==> config.mk <==
export PLATFORM = sky130hd
export DESIGN_NAME = qwr_core
export DESIGN_NICKNAME = d
export VERILOG_FILES = /design/src/qwr_pkg.sv /design/src/qwr_sync.sv /design/src/qwr_core.sv
export VERILOG_INCLUDE_DIRS = /design/src
export SDC_FILE = /design/constraint.sdc
export NUM_CORES = 1
export LEC_CHECK = 0
export ABC_CLOCK_PERIOD_IN_PS = 3400
export BUFFER_PORTS_ARGS = -buffer_cell sky130_fd_sc_hd__clkbuf_2
export CAP_MARGIN = 0
export CORE_MARGIN = 2
export CORE_UTILIZATION = 43
export CTS_BUF_LIST = sky130_fd_sc_hd__clkbuf_8
export CTS_CLUSTER_DIAMETER = 30
export DETAILED_ROUTE_END_ITERATION = 10
export HOLD_SLACK_MARGIN = 0.03
export RECOVER_POWER = 25
export SYNTH_ARGS = -nofsm -noshare
export SYNTH_HDL_FRONTEND = slang
export SYNTH_SLANG_ARGS = --single-unit
==> constraint.sdc <==
create_clock -name i_clk -period 3.4 [get_ports i_clk]
set_clock_uncertainty 0.2 [all_clocks]
set_input_delay 0 -clock i_clk [delete_from_list [all_inputs] [get_ports i_clk]]
set_output_delay 0 -clock i_clk [all_outputs]
set_load 0.03 [all_outputs]
==> src/qwr_defines.svh <==
`ifndef QWR_DEFINES_SVH
`define QWR_DEFINES_SVH

// ------------------------------------------------------------
// opcodes
// ------------------------------------------------------------
`define QWR_OP_WORD      8'he7
`define QWR_OP_OCTAL     8'he3
`define QWR_OP_WRAP      8'h77
`define QWR_OP_CRM_RESET 8'hff
`define QWR_OP_RST_EN    8'h66
`define QWR_OP_RST       8'h99

// ------------------------------------------------------------
// phase lengths in serial clocks
// ------------------------------------------------------------
`define QWR_OPC_CLKS_SPI 5'h08
`define QWR_OPC_CLKS_QPI 5'h02
`define QWR_ADDR_CLKS    5'h06
`define QWR_MODE_CLKS    5'h02
`define QWR_DUMMY_WORD   5'h02
`define QWR_DUMMY_OCTAL  5'h00
`define QWR_WDUM_CLKS    5'h06
`define QWR_WBITS_CLKS   5'h02

// ------------------------------------------------------------
// field values and positions
// ------------------------------------------------------------
`define QWR_CONT_SEL      2'h2
`define QWR_SEL_HI        5
`define QWR_SEL_LO        4
`define QWR_W_HI          6
`define QWR_W_LO          4
`define QWR_WRAP_RESET    3'h1
`define QWR_CONT_RESET    8'h00
`define QWR_WORD_ALIGN    24'h000001
`define QWR_OCTAL_ALIGN   24'h00000f
`define QWR_WRAP_MASK_8   24'h000007
`define QWR_WRAP_MASK_16  24'h00000f
`define QWR_WRAP_MASK_32  24'h00001f
`define QWR_WRAP_MASK_64  24'h00003f

`endif

==> src/qwr_pkg.sv <==
package qwr_pkg;

	// host pins as seen by the device
	typedef struct packed {
		logic       sclk;
		logic       cs_b;
		logic [3:0] io;
	} qwr_pins_t;

	// frame phases
	typedef enum logic [3:0] {
		qwr_ph_idle,
		qwr_ph_opcode,
		qwr_ph_addr,
		qwr_ph_mode,
		qwr_ph_dummy,
		qwr_ph_data,
		qwr_ph_wdummy,
		qwr_ph_wbits,
		qwr_ph_ignore
	} qwr_phase_t;

	// read variant
	typedef enum logic {
		qwr_kind_word,
		qwr_kind_octal
	} qwr_kind_t;

endpackage

==> src/qwr_sync.sv <==
`timescale 1ns/100ps

// two-flop synchroniser for the host pins
module qwr_sync (
	// clock and reset
	input  wire logic              i_clk,
	input  wire logic              i_rst_b,
	// raw and synchronised pins
	input  wire qwr_pkg::qwr_pins_t i_pins,
	output qwr_pkg::qwr_pins_t      o_pins
);

	qwr_pkg::qwr_pins_t meta;

	// idle value keeps the frame closed during reset
	always_ff @(posedge i_clk) begin
		if (!i_rst_b) begin
			meta   <= '{sclk: 1'b0, cs_b: 1'b1, io: 4'h0};
			o_pins <= '{sclk: 1'b0, cs_b: 1'b1, io: 4'h0};
		end else begin
			meta   <= i_pins;
			o_pins <= meta;
		end
	end

endmodule

==> src/qwr_core.sv <==
// How it works
// RQ1 - word read: address bit 0 zero, exactly two dummy clocks after mode bits
// RQ2 - word read opcode accepted only with quad lane enable set
// RQ3 - eight mode bits follow address; upper nibble used, lower nibble ignored
// RQ4 - mode pair 10 makes next frame skip opcode, address taken at once
// RQ5 - any other mode pair makes the next frame start with an opcode
// RQ6 - host leaves continuous reads by driving ones on lane zero eight clocks
// RQ7 - two-command software reset leaves continuous-read bits untouched
// RQ8 - continuous-read reset opcode clears all eight continuous-read bits
// RQ9 - octal word read: low four address bits zero, no dummy clocks
// RQ10 - octal word read opcode accepted only with quad lane enable set
// RQ11 - octal read with mode pair 10 lets next frame start at address
// RQ12 - host releases io lanes before first data falling edge
// RQ13 - set-wrap is opcode, 24 dummy bits, 8 wrap bits; W7, W3-0 ignored
// RQ14 - wrap disable clear wraps in 8/16/32/64 bytes by length field
// RQ15 - wrap disable bit is one after reset
// RQ16 - wrapped read starts at address, returns to section start until frame ends
// RQ17 - stored wrap setting applies to all later quad reads
// RQ18 - quad reads and set-wrap honoured only with quad lane enable set; opcode-less frames after mode pair 10 still read with it clear
// RQ19 - wrap length stays valid in four-wire command mode
// RQ20 - four-wire command mode reads never wrap
// RQ21 - opcode-less frame repeats the variant that set the mode bits
`timescale 1ns/100ps
`include "qwr_defines.svh"

module qwr_core (
	// clock and reset
	input  wire logic        i_clk,
	input  wire logic        i_rst_b,
	// host pins
	input  wire logic        i_sclk,
	input  wire logic        i_cs_b,
	input  wire logic [3:0]  i_io,
	output logic      [3:0]  o_io_out,
	output logic      [3:0]  o_io_oe_b,
	// device configuration
	input  wire logic        i_quad_lane_enable_bit,
	input  wire logic        i_four_wire_command_mode,
	// array read port
	output logic      [23:0] o_rd_addr,
	output logic             o_rd_req,
	input  wire logic [7:0]  i_rd_data,
	// status
	output logic      [7:0]  o_continuous_read_bits,
	output logic      [2:0]  o_wrap_control_bits,
	output logic             o_misaligned,
	output logic             o_soft_reset
);

	// ------------------------------------------------------------
	// pin sampling
	// ------------------------------------------------------------
	qwr_pkg::qwr_pins_t pins;
	qwr_pkg::qwr_pins_t pins_d;

	qwr_sync u_sync (
		.i_clk   (i_clk),
		.i_rst_b (i_rst_b),
		.i_pins  (qwr_pkg::qwr_pins_t'({i_sclk, i_cs_b, i_io})),
		.o_pins  (pins)
	);

	// edge history for the synchronised pins
	always_ff @(posedge i_clk) begin
		if (!i_rst_b)
			pins_d <= '{sclk: 1'b0, cs_b: 1'b1, io: 4'h0};
		else
			pins_d <= pins;
	end

	// ------------------------------------------------------------
	// state
	// ------------------------------------------------------------
	qwr_pkg::qwr_phase_t phase;
	qwr_pkg::qwr_phase_t next_phase;
	qwr_pkg::qwr_kind_t  kind;
	qwr_pkg::qwr_kind_t  cont_kind;
	logic [4:0]          cnt;
	logic [23:0]         sh;
	logic [23:0]         start_addr;
	logic [7:0]          rd_byte;
	logic                rd_pend;
	logic                nib;
	logic                rst_armed;

	// edges and frame events
	wire        rise       = pins.sclk & ~pins_d.sclk & ~pins.cs_b;
	wire        fall       = ~pins.sclk & pins_d.sclk & ~pins.cs_b;
	wire        frame_go   = ~pins.cs_b & pins_d.cs_b;
	wire        frame_end  = pins.cs_b & ~pins_d.cs_b;
	wire        four_wire_command_mode        = i_four_wire_command_mode;
	wire [23:0] sh_one     = {sh[22:0], pins.io[0]};
	wire [23:0] sh_four    = {sh[19:0], pins.io};
	wire [23:0] sh_next    = (phase == qwr_pkg::qwr_ph_opcode && !four_wire_command_mode) ? sh_one : sh_four;
	wire [7:0]  opc        = sh_next[7:0];
	wire [4:0]  cnt_inc    = cnt + 5'h01;

	// phase length for the current phase
	wire [4:0]  dummy_clks = (kind == qwr_pkg::qwr_kind_word) ? `QWR_DUMMY_WORD
	                                                          : `QWR_DUMMY_OCTAL;
	wire [4:0]  opc_clks   = four_wire_command_mode ? `QWR_OPC_CLKS_QPI : `QWR_OPC_CLKS_SPI;
	wire [4:0]  ph_len     =
		(phase == qwr_pkg::qwr_ph_opcode) ? opc_clks :
		(phase == qwr_pkg::qwr_ph_addr)   ? `QWR_ADDR_CLKS :
		(phase == qwr_pkg::qwr_ph_mode)   ? `QWR_MODE_CLKS :
		(phase == qwr_pkg::qwr_ph_dummy)  ? dummy_clks :
		(phase == qwr_pkg::qwr_ph_wdummy) ? `QWR_WDUM_CLKS : `QWR_WBITS_CLKS;
	wire        ph_done    = rise && (cnt_inc == ph_len);

	// RQ2 quad enable gate
	wire        op_word    = (opc == `QWR_OP_WORD) && i_quad_lane_enable_bit;
	// RQ10 quad enable gate
	wire        op_octal   = (opc == `QWR_OP_OCTAL) && i_quad_lane_enable_bit;
	// RQ18 quad enable gate
	wire        op_wrap    = (opc == `QWR_OP_WRAP) && i_quad_lane_enable_bit;
	wire        op_crm     = (opc == `QWR_OP_CRM_RESET);
	wire        op_rst     = (opc == `QWR_OP_RST) && rst_armed;
	wire        opc_done   = ph_done && phase == qwr_pkg::qwr_ph_opcode;
	wire        mode_done  = ph_done && phase == qwr_pkg::qwr_ph_mode;
	wire        wbits_done = ph_done && phase == qwr_pkg::qwr_ph_wbits;

	// RQ4 cont frame test
	wire        cont_on    = o_continuous_read_bits[`QWR_SEL_HI:`QWR_SEL_LO] == `QWR_CONT_SEL;

	// ------------------------------------------------------------
	// phase sequencing
	// ------------------------------------------------------------
	always_comb begin
		next_phase = phase;
		case (phase)
			qwr_pkg::qwr_ph_opcode: begin
				if (opc_done)
					next_phase = (op_word || op_octal) ? qwr_pkg::qwr_ph_addr :
					             op_wrap ? qwr_pkg::qwr_ph_wdummy : qwr_pkg::qwr_ph_ignore;
			end
			qwr_pkg::qwr_ph_addr: begin
				if (ph_done)
					next_phase = qwr_pkg::qwr_ph_mode;
			end
			// RQ9 octal skips dummy
			qwr_pkg::qwr_ph_mode: begin
				if (ph_done)
					next_phase = (dummy_clks == 5'h00) ? qwr_pkg::qwr_ph_data
					                                   : qwr_pkg::qwr_ph_dummy;
			end
			// RQ1 two dummy clocks
			qwr_pkg::qwr_ph_dummy: begin
				if (ph_done)
					next_phase = qwr_pkg::qwr_ph_data;
			end
			// RQ13 dummy then wrap bits
			qwr_pkg::qwr_ph_wdummy: begin
				if (ph_done)
					next_phase = qwr_pkg::qwr_ph_wbits;
			end
			qwr_pkg::qwr_ph_wbits: begin
				if (ph_done)
					next_phase = qwr_pkg::qwr_ph_ignore;
			end
			qwr_pkg::qwr_ph_idle,
			qwr_pkg::qwr_ph_data,
			qwr_pkg::qwr_ph_ignore: next_phase = phase;
			default: next_phase = qwr_pkg::qwr_ph_idle;
		endcase
		// a frame edge overrides everything; RQ4, RQ5 and RQ11 choose entry
		if (frame_end)
			next_phase = qwr_pkg::qwr_ph_idle;
		else if (frame_go)
			next_phase = cont_on ? qwr_pkg::qwr_ph_addr : qwr_pkg::qwr_ph_opcode;
	end

	// phase, counter and shift register
	always_ff @(posedge i_clk) begin
		if (!i_rst_b) begin
			phase <= qwr_pkg::qwr_ph_idle;
			cnt   <= 5'h00;
			sh    <= 24'h000000;
		end else begin
			phase <= next_phase;
			if (frame_go || ph_done)
				cnt <= 5'h00;
			else if (rise)
				cnt <= cnt_inc;
			if (rise)
				sh <= sh_next;
		end
	end

	// ------------------------------------------------------------
	// command variant and continuous-read bits
	// ------------------------------------------------------------
	// RQ21 cont frame reuses variant
	always_ff @(posedge i_clk) begin
		if (!i_rst_b)
			kind <= qwr_pkg::qwr_kind_word;
		else if (frame_go && cont_on)
			kind <= cont_kind;
		else if (opc_done)
			kind <= op_octal ? qwr_pkg::qwr_kind_octal : qwr_pkg::qwr_kind_word;
	end

	// RQ3 upper nibble kept; RQ8 reset opcode clears; RQ6 lane zero ones give x1
	always_ff @(posedge i_clk) begin
		if (!i_rst_b) begin
			o_continuous_read_bits <= `QWR_CONT_RESET;
			cont_kind              <= qwr_pkg::qwr_kind_word;
		end else if (mode_done) begin
			o_continuous_read_bits <= {sh_next[7:4], 4'h0};
			cont_kind              <= kind;
		end else if (opc_done && op_crm) begin
			o_continuous_read_bits <= `QWR_CONT_RESET;
		end
	end

	// RQ7 software reset leaves continuous bits alone
	always_ff @(posedge i_clk) begin
		if (!i_rst_b) begin
			rst_armed    <= 1'b0;
			o_soft_reset <= 1'b0;
		end else begin
			o_soft_reset <= opc_done && op_rst;
			if (opc_done)
				rst_armed <= (opc == `QWR_OP_RST_EN);
		end
	end

	// ------------------------------------------------------------
	// wrap setting
	// ------------------------------------------------------------
	// RQ13 keep W6-W4 only; RQ15 disabled at reset
	always_ff @(posedge i_clk) begin
		if (!i_rst_b)
			o_wrap_control_bits <= `QWR_WRAP_RESET;
		else if (o_soft_reset)
			o_wrap_control_bits <= `QWR_WRAP_RESET;
		else if (wbits_done)
			o_wrap_control_bits <= sh_next[`QWR_W_HI:`QWR_W_LO];
	end

	// RQ14 section mask from length field
	wire [23:0] wrap_mask =
		(o_wrap_control_bits[2:1] == 2'h0) ? `QWR_WRAP_MASK_8 :
		(o_wrap_control_bits[2:1] == 2'h1) ? `QWR_WRAP_MASK_16 :
		(o_wrap_control_bits[2:1] == 2'h2) ? `QWR_WRAP_MASK_32 : `QWR_WRAP_MASK_64;
	// RQ20 four-wire mode reads stay linear; RQ19 length kept for later
	wire        wrap_on   = ~o_wrap_control_bits[0] & ~four_wire_command_mode;
	wire [23:0] addr_inc  = o_rd_addr + 24'h000001;
	// RQ16 stay inside the aligned section
	wire [23:0] addr_nx   = wrap_on ? ((o_rd_addr & ~wrap_mask) | (addr_inc & wrap_mask))
	                                : addr_inc;
	wire [23:0] align     = (kind == qwr_pkg::qwr_kind_word) ? `QWR_WORD_ALIGN
	                                                         : `QWR_OCTAL_ALIGN;
	wire        addr_done = ph_done && phase == qwr_pkg::qwr_ph_addr;
	wire        to_data   = next_phase == qwr_pkg::qwr_ph_data && phase != qwr_pkg::qwr_ph_data;
	wire        nib_step  = fall && phase == qwr_pkg::qwr_ph_data;

	// ------------------------------------------------------------
	// address and array fetch
	// ------------------------------------------------------------
	// RQ17 every read outside four-wire command mode applies the stored setting
	always_ff @(posedge i_clk) begin
		if (!i_rst_b) begin
			o_rd_addr    <= 24'h000000;
			start_addr   <= 24'h000000;
			o_misaligned <= 1'b0;
			o_rd_req     <= 1'b0;
			rd_pend      <= 1'b0;
			rd_byte      <= 8'h00;
		end else begin
			o_rd_req <= to_data || (nib_step && nib);
			rd_pend  <= o_rd_req;
			if (rd_pend)
				rd_byte <= i_rd_data;
			if (addr_done) begin
				o_rd_addr    <= sh_next;
				start_addr   <= sh_next;
				// RQ1 RQ9 alignment flagged, not corrected
				o_misaligned <= |(sh_next & align);
			end else if (nib_step && nib) begin
				o_rd_addr <= addr_nx;
			end
		end
	end

	// ------------------------------------------------------------
	// data output
	// ------------------------------------------------------------
	// RQ12 drive only from the first data fall; release in step with the phase
	always_ff @(posedge i_clk) begin
		if (!i_rst_b) begin
			o_io_out  <= 4'h0;
			o_io_oe_b <= 4'hf;
			nib       <= 1'b0;
		end else if (next_phase != qwr_pkg::qwr_ph_data) begin
			o_io_oe_b <= 4'hf;
			nib       <= 1'b0;
		end else if (nib_step) begin
			o_io_oe_b <= 4'h0;
			o_io_out  <= nib ? rd_byte[3:0] : rd_byte[7:4];
			nib       <= ~nib;
		end
	end
endmodule

==> results.sh, run 1 <==
export IMPL_setup_viol=0
export IMPL_slew_viol_final=0
export IMPL_setup_slack_ns=0.2158
export IMPL_drc=0
export IMPL_grt_pass1_wl_microns=21190
export IMPL_yosysTopAreaCell="dfxtp_1"
export IMPL_tightest_slew_ns=1.173
export IMPL_dp_hpwl_microns=9053
export IMPL_cp_buffers_inverters=0
export IMPL_core_sq_um=10980
export IMPL_crit_slowest_cell="and4_2"
export IMPL_cpMostUsedCell="a211oi_1"
export IMPL_root_buffer="clkbuf_8"
export IMPL_wl_per_cell_microns=16.95
export IMPL_final_antenna_net_count=0
export IMPL_area_growth_pct=14.70
export IMPL_p_sw_mw=0.4944
export IMPL_grtUsageMet1_pct=31.29
export IMPL_p_comb_share_pct=5.1
export IMPL_worstPathRequired_ns=3.47
export IMPL_die_h_microns=110.8
export IMPL_critPathMaxFanout=24
export IMPL_netlist_top_cells_area="dfxtp_1, mux2i_1, nor2_1"
export IMPL_synthTopCellsByCount="dfxtp_1, nor2_1, mux2i_1, a211oi_1, nand2_1"
export IMPL_power_leakage_nw=1.984
export IMPL_wirelength_microns=12880
export IMPL_syn_area_per_cell_sq_um=8.865
export IMPL_hold_path_class="primary input to flip-flop"
export IMPL_max_freq_mhz=314.1
export IMPL_ctsHtreeMaxLevel=3
export IMPL_ys_types=75
export IMPL_grtUsageMet3_pct=3.718
export IMPL_dr_pass1_iters=5
export IMPL_internal_power_mw=1.663
export IMPL_final_cells=760
export IMPL_sw_frac_of_total_pct=22.92
export IMPL_gp_congestion=0.8967
export IMPL_clk_path_buf_depth=2
export IMPL_seqPwrFrac_pct=54.1
export IMPL_vias=4229
export IMPL_busiest_layer="met2"
export IMPL_ys_flop_type="dfxtp_1"
export IMPL_cts_made_buffers=9
export IMPL_finalHoldViolCount=0
export IMPL_port_buffers=59
export IMPL_post_route_period_util_pct=93.65
export IMPL_ir_drop_mv=0.2670
export IMPL_globalRouteMet2Util_pct=31.33
export IMPL_globalRoute_totalOverflow=0
export IMPL_status="finished, final reports clean"
export IMPL_synth_seq_cells=98
export IMPL_design_area_sq_um=5623
export IMPL_placed_cells=727
export IMPL_power_density_nw_per_um2=383.7
export IMPL_yosysMostFrequentCell="dfxtp_1"
export IMPL_syn_area_sq_um=4902
export IMPL_final_util_pct=51.20
export IMPL_grt_max_degree=60
export IMPL_crit_family="simple AND/OR/NAND/NOR gates"
export IMPL_yosysTopAreaCellShare_pct=40.02
export IMPL_pre_cts_slack_ns=0.2555
export IMPL_crit_path_max_incr_delay_ns=0.58
export IMPL_drtIter0Drc=209
export IMPL_setup_tns_final_ns=0
export IMPL_dieWidth_microns=110.8
export IMPL_die_area_sq_um=12270
export IMPL_cp_start_kind="flip-flop"
export IMPL_rsz0062_at_grt="false"
export IMPL_crit_chain="or4b_4 > or3_1 > and4_4 > o21ba_4 > and4_2 > a211oi_1 > a211oi_1"
export IMPL_io_pins=64
export IMPL_yosysSeqAreaShare_pct=40.02
export IMPL_yosys_warnings=0
export IMPL_drive_above_1_share_pct=13.87
export IMPL_post_cts_buffers=0
export IMPL_rows=38
export IMPL_grtUsageTotal_pct=21.05
export IMPL_critical_path_arrival_ns=3.25
export IMPL_grt_pass1_vias=3940
export IMPL_clk_latency_ns=0.37
export IMPL_cts_tree="yes"
export IMPL_num_antenna_cells=0
export IMPL_cts_sinks=98
export IMPL_post_dp_cell_area_sq_um=5240
export IMPL_clkSlewWorstSetupHoldPaths_ns=0.10
export IMPL_syn_inst=553
export IMPL_clockPowerShare_pct=40.8
export IMPL_antenna_found_initial=0
export IMPL_drv_cap=0
export IMPL_nets=635
export IMPL_slew_headroom_pct=21.82
export IMPL_endpoint_kind="flip-flop"
export IMPL_synth_edf_count=0
export IMPL_min_period_ns=3.184
export IMPL_start_util_pct=44.63
export IMPL_ys_async_sr_fraction_pct=0
export IMPL_viasPerCell=5.564
export IMPL_crit_type="flip-flop to flip-flop"
[routing by layer]
layer | up-vias | part of all wire, %
met1 | 2003 | 50
met5 | - | 0
li1 | 2102 | -
met2 | 115 | 44
met4 | 0 | 0.85
met3 | 9 | 5.1
[kinds of logic (layout without fill, tap and decap cells)]
logic type / after synthesis / count (layout) / share of synthesized area, %
AND/OR/NAND/NOR: 232 / 232 / 24.96
AO/OA/AOI/OAI: 111 / 111 / 16.74
flip-flops: 98 / 98 / 40.02
buffers and inverters: 46 / 110 / 5.334
XOR/XNOR: 21 / 21 / 3.752
multiplexers: 42 / 42 / 8.601
adder cells (fa/ha/maj): 2 / 2 / 0.5104
other: 1 / 4 / 0.07650
[layout by cell type (no fill, tap or decap), drive strengths merged, types with 4 or more instances in the layout]
cell         Yosys  final
and4             4      4
and3             8      8
xor2             9      9
nand2           31     31
clkbuf          18     70
a21oi           18     18
nand3           15     15
xnor2           12     12
nor2            90     90
mux2i           41     41
conb             1      4
and2            18     18
or3              5      5
nand2b           7      7
o21ai           10     10
nand4           13     13
a31oi            5      5
o211a            4      4
dfxtp           98     98
a211oi          38     38
buf             22     12
dlygate4sd3      0     17
inv              5      7
nor2b            5      5
nand3b           5      5
o2bb2ai          4      4
nor3            12     12
[what timing repair did]
item | 4_1_cts | 5_1_grt
hold buffers | 17 | 0
endpoints found under the hold margin | 18 | 0
resized for setup | 0 | 1
endpoints found under the setup margin | 0 | 1
[worst min-delay path, stage by stage]
cell and delay (ns):
dlygate4sd3_1 0.52, clkbuf_2 0.09, and2_1 0.11
[per-stage QoR]
step           hold slack, ns  total power, mW
2_1_floorplan         -0.1270            1.262
3_3_place_gp         -0.01847            1.287
3_5_place_dp         -0.01218            1.288
4_1_cts                0.1678            2.169
5_1_grt                0.1763            2.234
6_report               0.1834            2.158
[flip-flops by register name, indices dropped and copies added (netlist names), 2 cells and up, named ones only]
signal,count
o_rd_addr,21
o_io_out,4
u_sync.meta,6
phase,4
o_wrap_control_bits,3
cnt,5
u_sync.o_pins,6
rd_byte,8
o_continuous_read_bits,4
pins_d,2
sh,23
[path summary, 6_finish.rpt]
check                     end  cells past startpoint      startpoint  slack [ns]
min reg2reg  u_sync.o_pins[4]                      1  u_sync.meta[4]        0.22
min            u_sync.meta[3]                      3         i_io[3]        0.18
max reg2reg      o_rd_addr[1]                      7        phase[0]        0.22
max              o_rd_addr[1]                      7        phase[0]        0.22
[area by class of cell]
cell class                 count  area [sq um]
clock buffer                  11         151.4
clock inverter                 5         82.58
fill                        1048          5360
inverter                       6         22.52
multi-input combinational    412          2700
sequential                    98          1962
tap                          140         175.2
timing repair buffer          88         529.3
[power groups by stage]
stage / sequential, mW / combinational (mW) / clock (mW)
after floorplan: 1.19 / 0.0723 / 0
after global placement: 1.19 / 0.0925 / 0
after detailed placement: 1.19 / 0.0929 / 0
after CTS: 1.17 / 0.108 / 0.893
after global routing: 1.17 / 0.120 / 0.944
final: 1.17 / 0.109 / 0.880
Note: power is estimated with default switching activity, not from simulation.
==> inputs of run 2 (changes only) <==
--- a/config.mk
+++ b/config.mk
@@ -18,4 +18,5 @@
 export RECOVER_POWER = 25
 export SYNTH_ARGS = -nofsm -noshare
 export SYNTH_HDL_FRONTEND = slang
+export SYNTH_HIERARCHICAL = 1
 export SYNTH_SLANG_ARGS = --single-unit
==> run 2 against run 1 <==
  * The flow now finishes with violations (max-capacitance violations, max-slew violations)
  * Register-to-register slack lost 0.03 ns
  * Non-clock buffer count is 6 higher
  * Synthesized area shrank 0.54%
  * Highest routed layer unchanged
==> results.sh, run 2 <==
export IMPL_syn_area_per_cell_sq_um=9.217
export IMPL_io_pins=64
export IMPL_gp_congestion=0.9056
export IMPL_worstPathRequired_ns=3.46
export IMPL_synth_edf_count=0
export IMPL_rows=38
export IMPL_core_sq_um=10940
export IMPL_rsz0062_at_grt="false"
export IMPL_setup_tns_final_ns=0
export IMPL_antenna_found_initial=0
export IMPL_post_route_period_util_pct=94.40
export IMPL_syn_area_sq_um=4876
export IMPL_yosysMostFrequentCell="dfxtp_1"
export IMPL_critPathMaxFanout=15
export IMPL_syn_inst=529
export IMPL_drtIter0Drc=291
export IMPL_fill_cells=1079
export IMPL_violations="max-capacitance violations, max-slew violations"
export IMPL_drc=0
export IMPL_endpoint_kind="flip-flop"
export IMPL_final_seq_area_sq_um=1962
export IMPL_start_util_pct=44.59
export IMPL_grt_pass1_wl_microns=18810
export IMPL_power_leakage_nw=2.493
export IMPL_port_buffers=59
export IMPL_vias=3973
export IMPL_max_freq_mhz=311.6
export IMPL_min_path_cells=4
export IMPL_yosysTopAreaCellShare_pct=40.24
export IMPL_synth_seq_cells=98
export IMPL_synthTopCellsByCount="dfxtp_1, nand2_1, mux2i_1, o211a_1"
export IMPL_grtUsageTotal_pct=18.38
export IMPL_die_area_sq_um=12210
export IMPL_ys_flop_type="dfxtp_1"
export IMPL_top_regs="sh x23, o_rd_addr x21, rd_byte x8"
export IMPL_slew_headroom_pct=-26.70
export IMPL_grt_max_degree=51
export IMPL_clk_path_buf_depth=2
export IMPL_crit_type="flip-flop to flip-flop"
export IMPL_die_h_microns=110.5
export IMPL_cts_made_buffers=9
export IMPL_dr_pass1_iters=6
export IMPL_final_antenna_net_count=0
export IMPL_drive_above_1_share_pct=13.00
export IMPL_hold_path_end="o_wrap_control_bits[2]"
export IMPL_reg2reg_to="o_continuous_read_bits[5]"
export IMPL_yosys_warnings=6
export IMPL_root_buffer="clkbuf_8"
export IMPL_ctsHtreeMaxLevel=3
export IMPL_netlist_top_cells_area="dfxtp_1, mux2i_1, o211a_1"
export IMPL_regToRegSetupSlack_ns=0.19
export IMPL_cts_sinks=98
export IMPL_min_from="i_four_wire_command_mode"
export IMPL_reg2reg_from="phase[0]"
export IMPL_cts_tree="yes"
export IMPL_clk_latency_ns=0.37
export IMPL_wirelength_microns=11170
export IMPL_status="finished with violations"
export IMPL_hold_path_class="primary input to flip-flop"
export IMPL_setup_viol=0
export IMPL_final_cell_mix="dfxtp_1, nand2_1, mux2i_1, o211a_1, clkbuf_1"
export IMPL_ys_types=64
export IMPL_slew_viol_final=48
export IMPL_num_antenna_cells=0
export IMPL_ys_async_sr_fraction_pct=0
export IMPL_multiInputGateArea_sq_um=2699
export IMPL_globalRoute_totalOverflow=0
export IMPL_mostFrequentLayoutCell="dfxtp_1"
export IMPL_cp_start_kind="flip-flop"
export IMPL_total_power_mw=2.115
export IMPL_nets=615
export IMPL_power_density_nw_per_um2=374.6
export IMPL_clkSlewWorstSetupHoldPaths_ns=0.10
export IMPL_dp_hpwl_microns=8006
export IMPL_reg2regPathDepth=8
export IMPL_critical_path_arrival_ns=3.27
export IMPL_drv_cap=1
export IMPL_largest_register_ffs=23
export IMPL_largest_register="sh"
export IMPL_area_growth_pct=15.81
export IMPL_yosysTopAreaCell="dfxtp_1"
export IMPL_tightest_slew_ns=1.901
export IMPL_ir_drop_mv=0.2858
export IMPL_grt_pass1_vias=3812
export IMPL_viasPerCell=5.369
export IMPL_wl_per_cell_microns=15.09
export IMPL_dieWidth_microns=110.5
export IMPL_min_period_ns=3.210
export IMPL_finalHoldViolCount=0
export IMPL_yosysSeqAreaShare_pct=40.24
export IMPL_post_cts_buffers=0
## run 2: cell types whose count changed after synthesis, moves of 6 or more
cell	before	now
and2_2	0	6
o211a_1	4	38
xnor2_1	12	21
a211oi_1	37	5
nand2_1	31	84
nor3_1	12	5
nor2b_1	5	21
a21oi_1	18	7
nor2_1	89	18
## run 2: worst max-delay path by stage
stage / startpoint / end / slack, ns / cells past startpoint
2_1_floorplan: phase[2] / o_io_oe_b[2] / 0.46 / 11
3_3_place_gp: phase[0] / o_io_oe_b[2] / 0.29 / 8
3_5_place_dp: phase[0] / o_continuous_read_bits[5] / 0.23 / 8
4_1_cts: phase[0] / o_continuous_read_bits[5] / 0.19 / 8
5_1_grt: phase[0] / o_continuous_read_bits[5] / 0.02 / 8
6_report: phase[0] / o_continuous_read_bits[5] / 0.19 / 8
## run 2: metal layers
metal | share of wire, % | GRT usage (%) | routed length, microns
met3 | 4.9 | 3.952 | 545
met4 | 0.95 | 4.750 | 106
met2 | 43 | 27.28 | 4802
met1 | 51 | 26.97 | 5715
met5 | 0 | 0 | 0
## run 2: power breakdown
part	switching [mW]	internal, mW
registers	0.0113	1.16
clock network	0.410	0.436
logic	0.0544	0.0458
total	0.476	1.64
## run 2: per-stage QoR
step	utilization (%)	hold WS [ns]	area, sq um	cells	setup slack, ns
after floorplan	-	-0.1270	4887	532	0.4612
after global placement	48.41	-0.01428	5294	707	0.2852
after detailed placement	48.41	-0.01316	5294	707	0.2317
after CTS	52.04	0.1096	5690	740	0.1885
after global routing	51.64	0.1538	5647	740	0.02133
final	51.64	0.1440	5647	740	0.1903
## run 2: cell type report
class	instances	share of cell area, %
flip-flops and latches	98	34.74
well taps	140	3.102
inverters	4	0.2659
clock buffers	10	2.437
clock inverters	6	1.573
multi-input cells	388	47.80
repair buffers	94	10.08
## run 2: critical path: stages (launching register included)
cell	delay, ns
dfxtp_1	0.57
or4b_4	0.61
nor2_8	0.26
mux2i_1	0.16
or4b_1	0.57
nor3_2	0.17
a41oi_2	0.19
and2_1	0.20
o21a_1	0.16
## run 2: kinds of logic (layout without fill, tap and decap cells)
family                   after synthesis  after routing  share of synthesized area, %
XOR/XNOR                              32             32                         5.748
multiplexers                          41             41                         8.570
flip-flops                            98             98                         40.24
AND/OR/NAND/NOR                      226            226                         25.46
other                                  1              4                       0.07691
adder cells (fa/ha/maj)                2              2                        0.5131
AO/OA/AOI/OAI                         83             83                         14.65
buffers and inverters                 46            114                         4.747
## run 2: timing repair
item | 4_1_cts | 5_1_grt
gates resized for setup | 0 | 0
endpoints found under the hold margin | 21 | 0
hold buffers | 17 | 0
endpoints found under the setup margin | 0 | 0
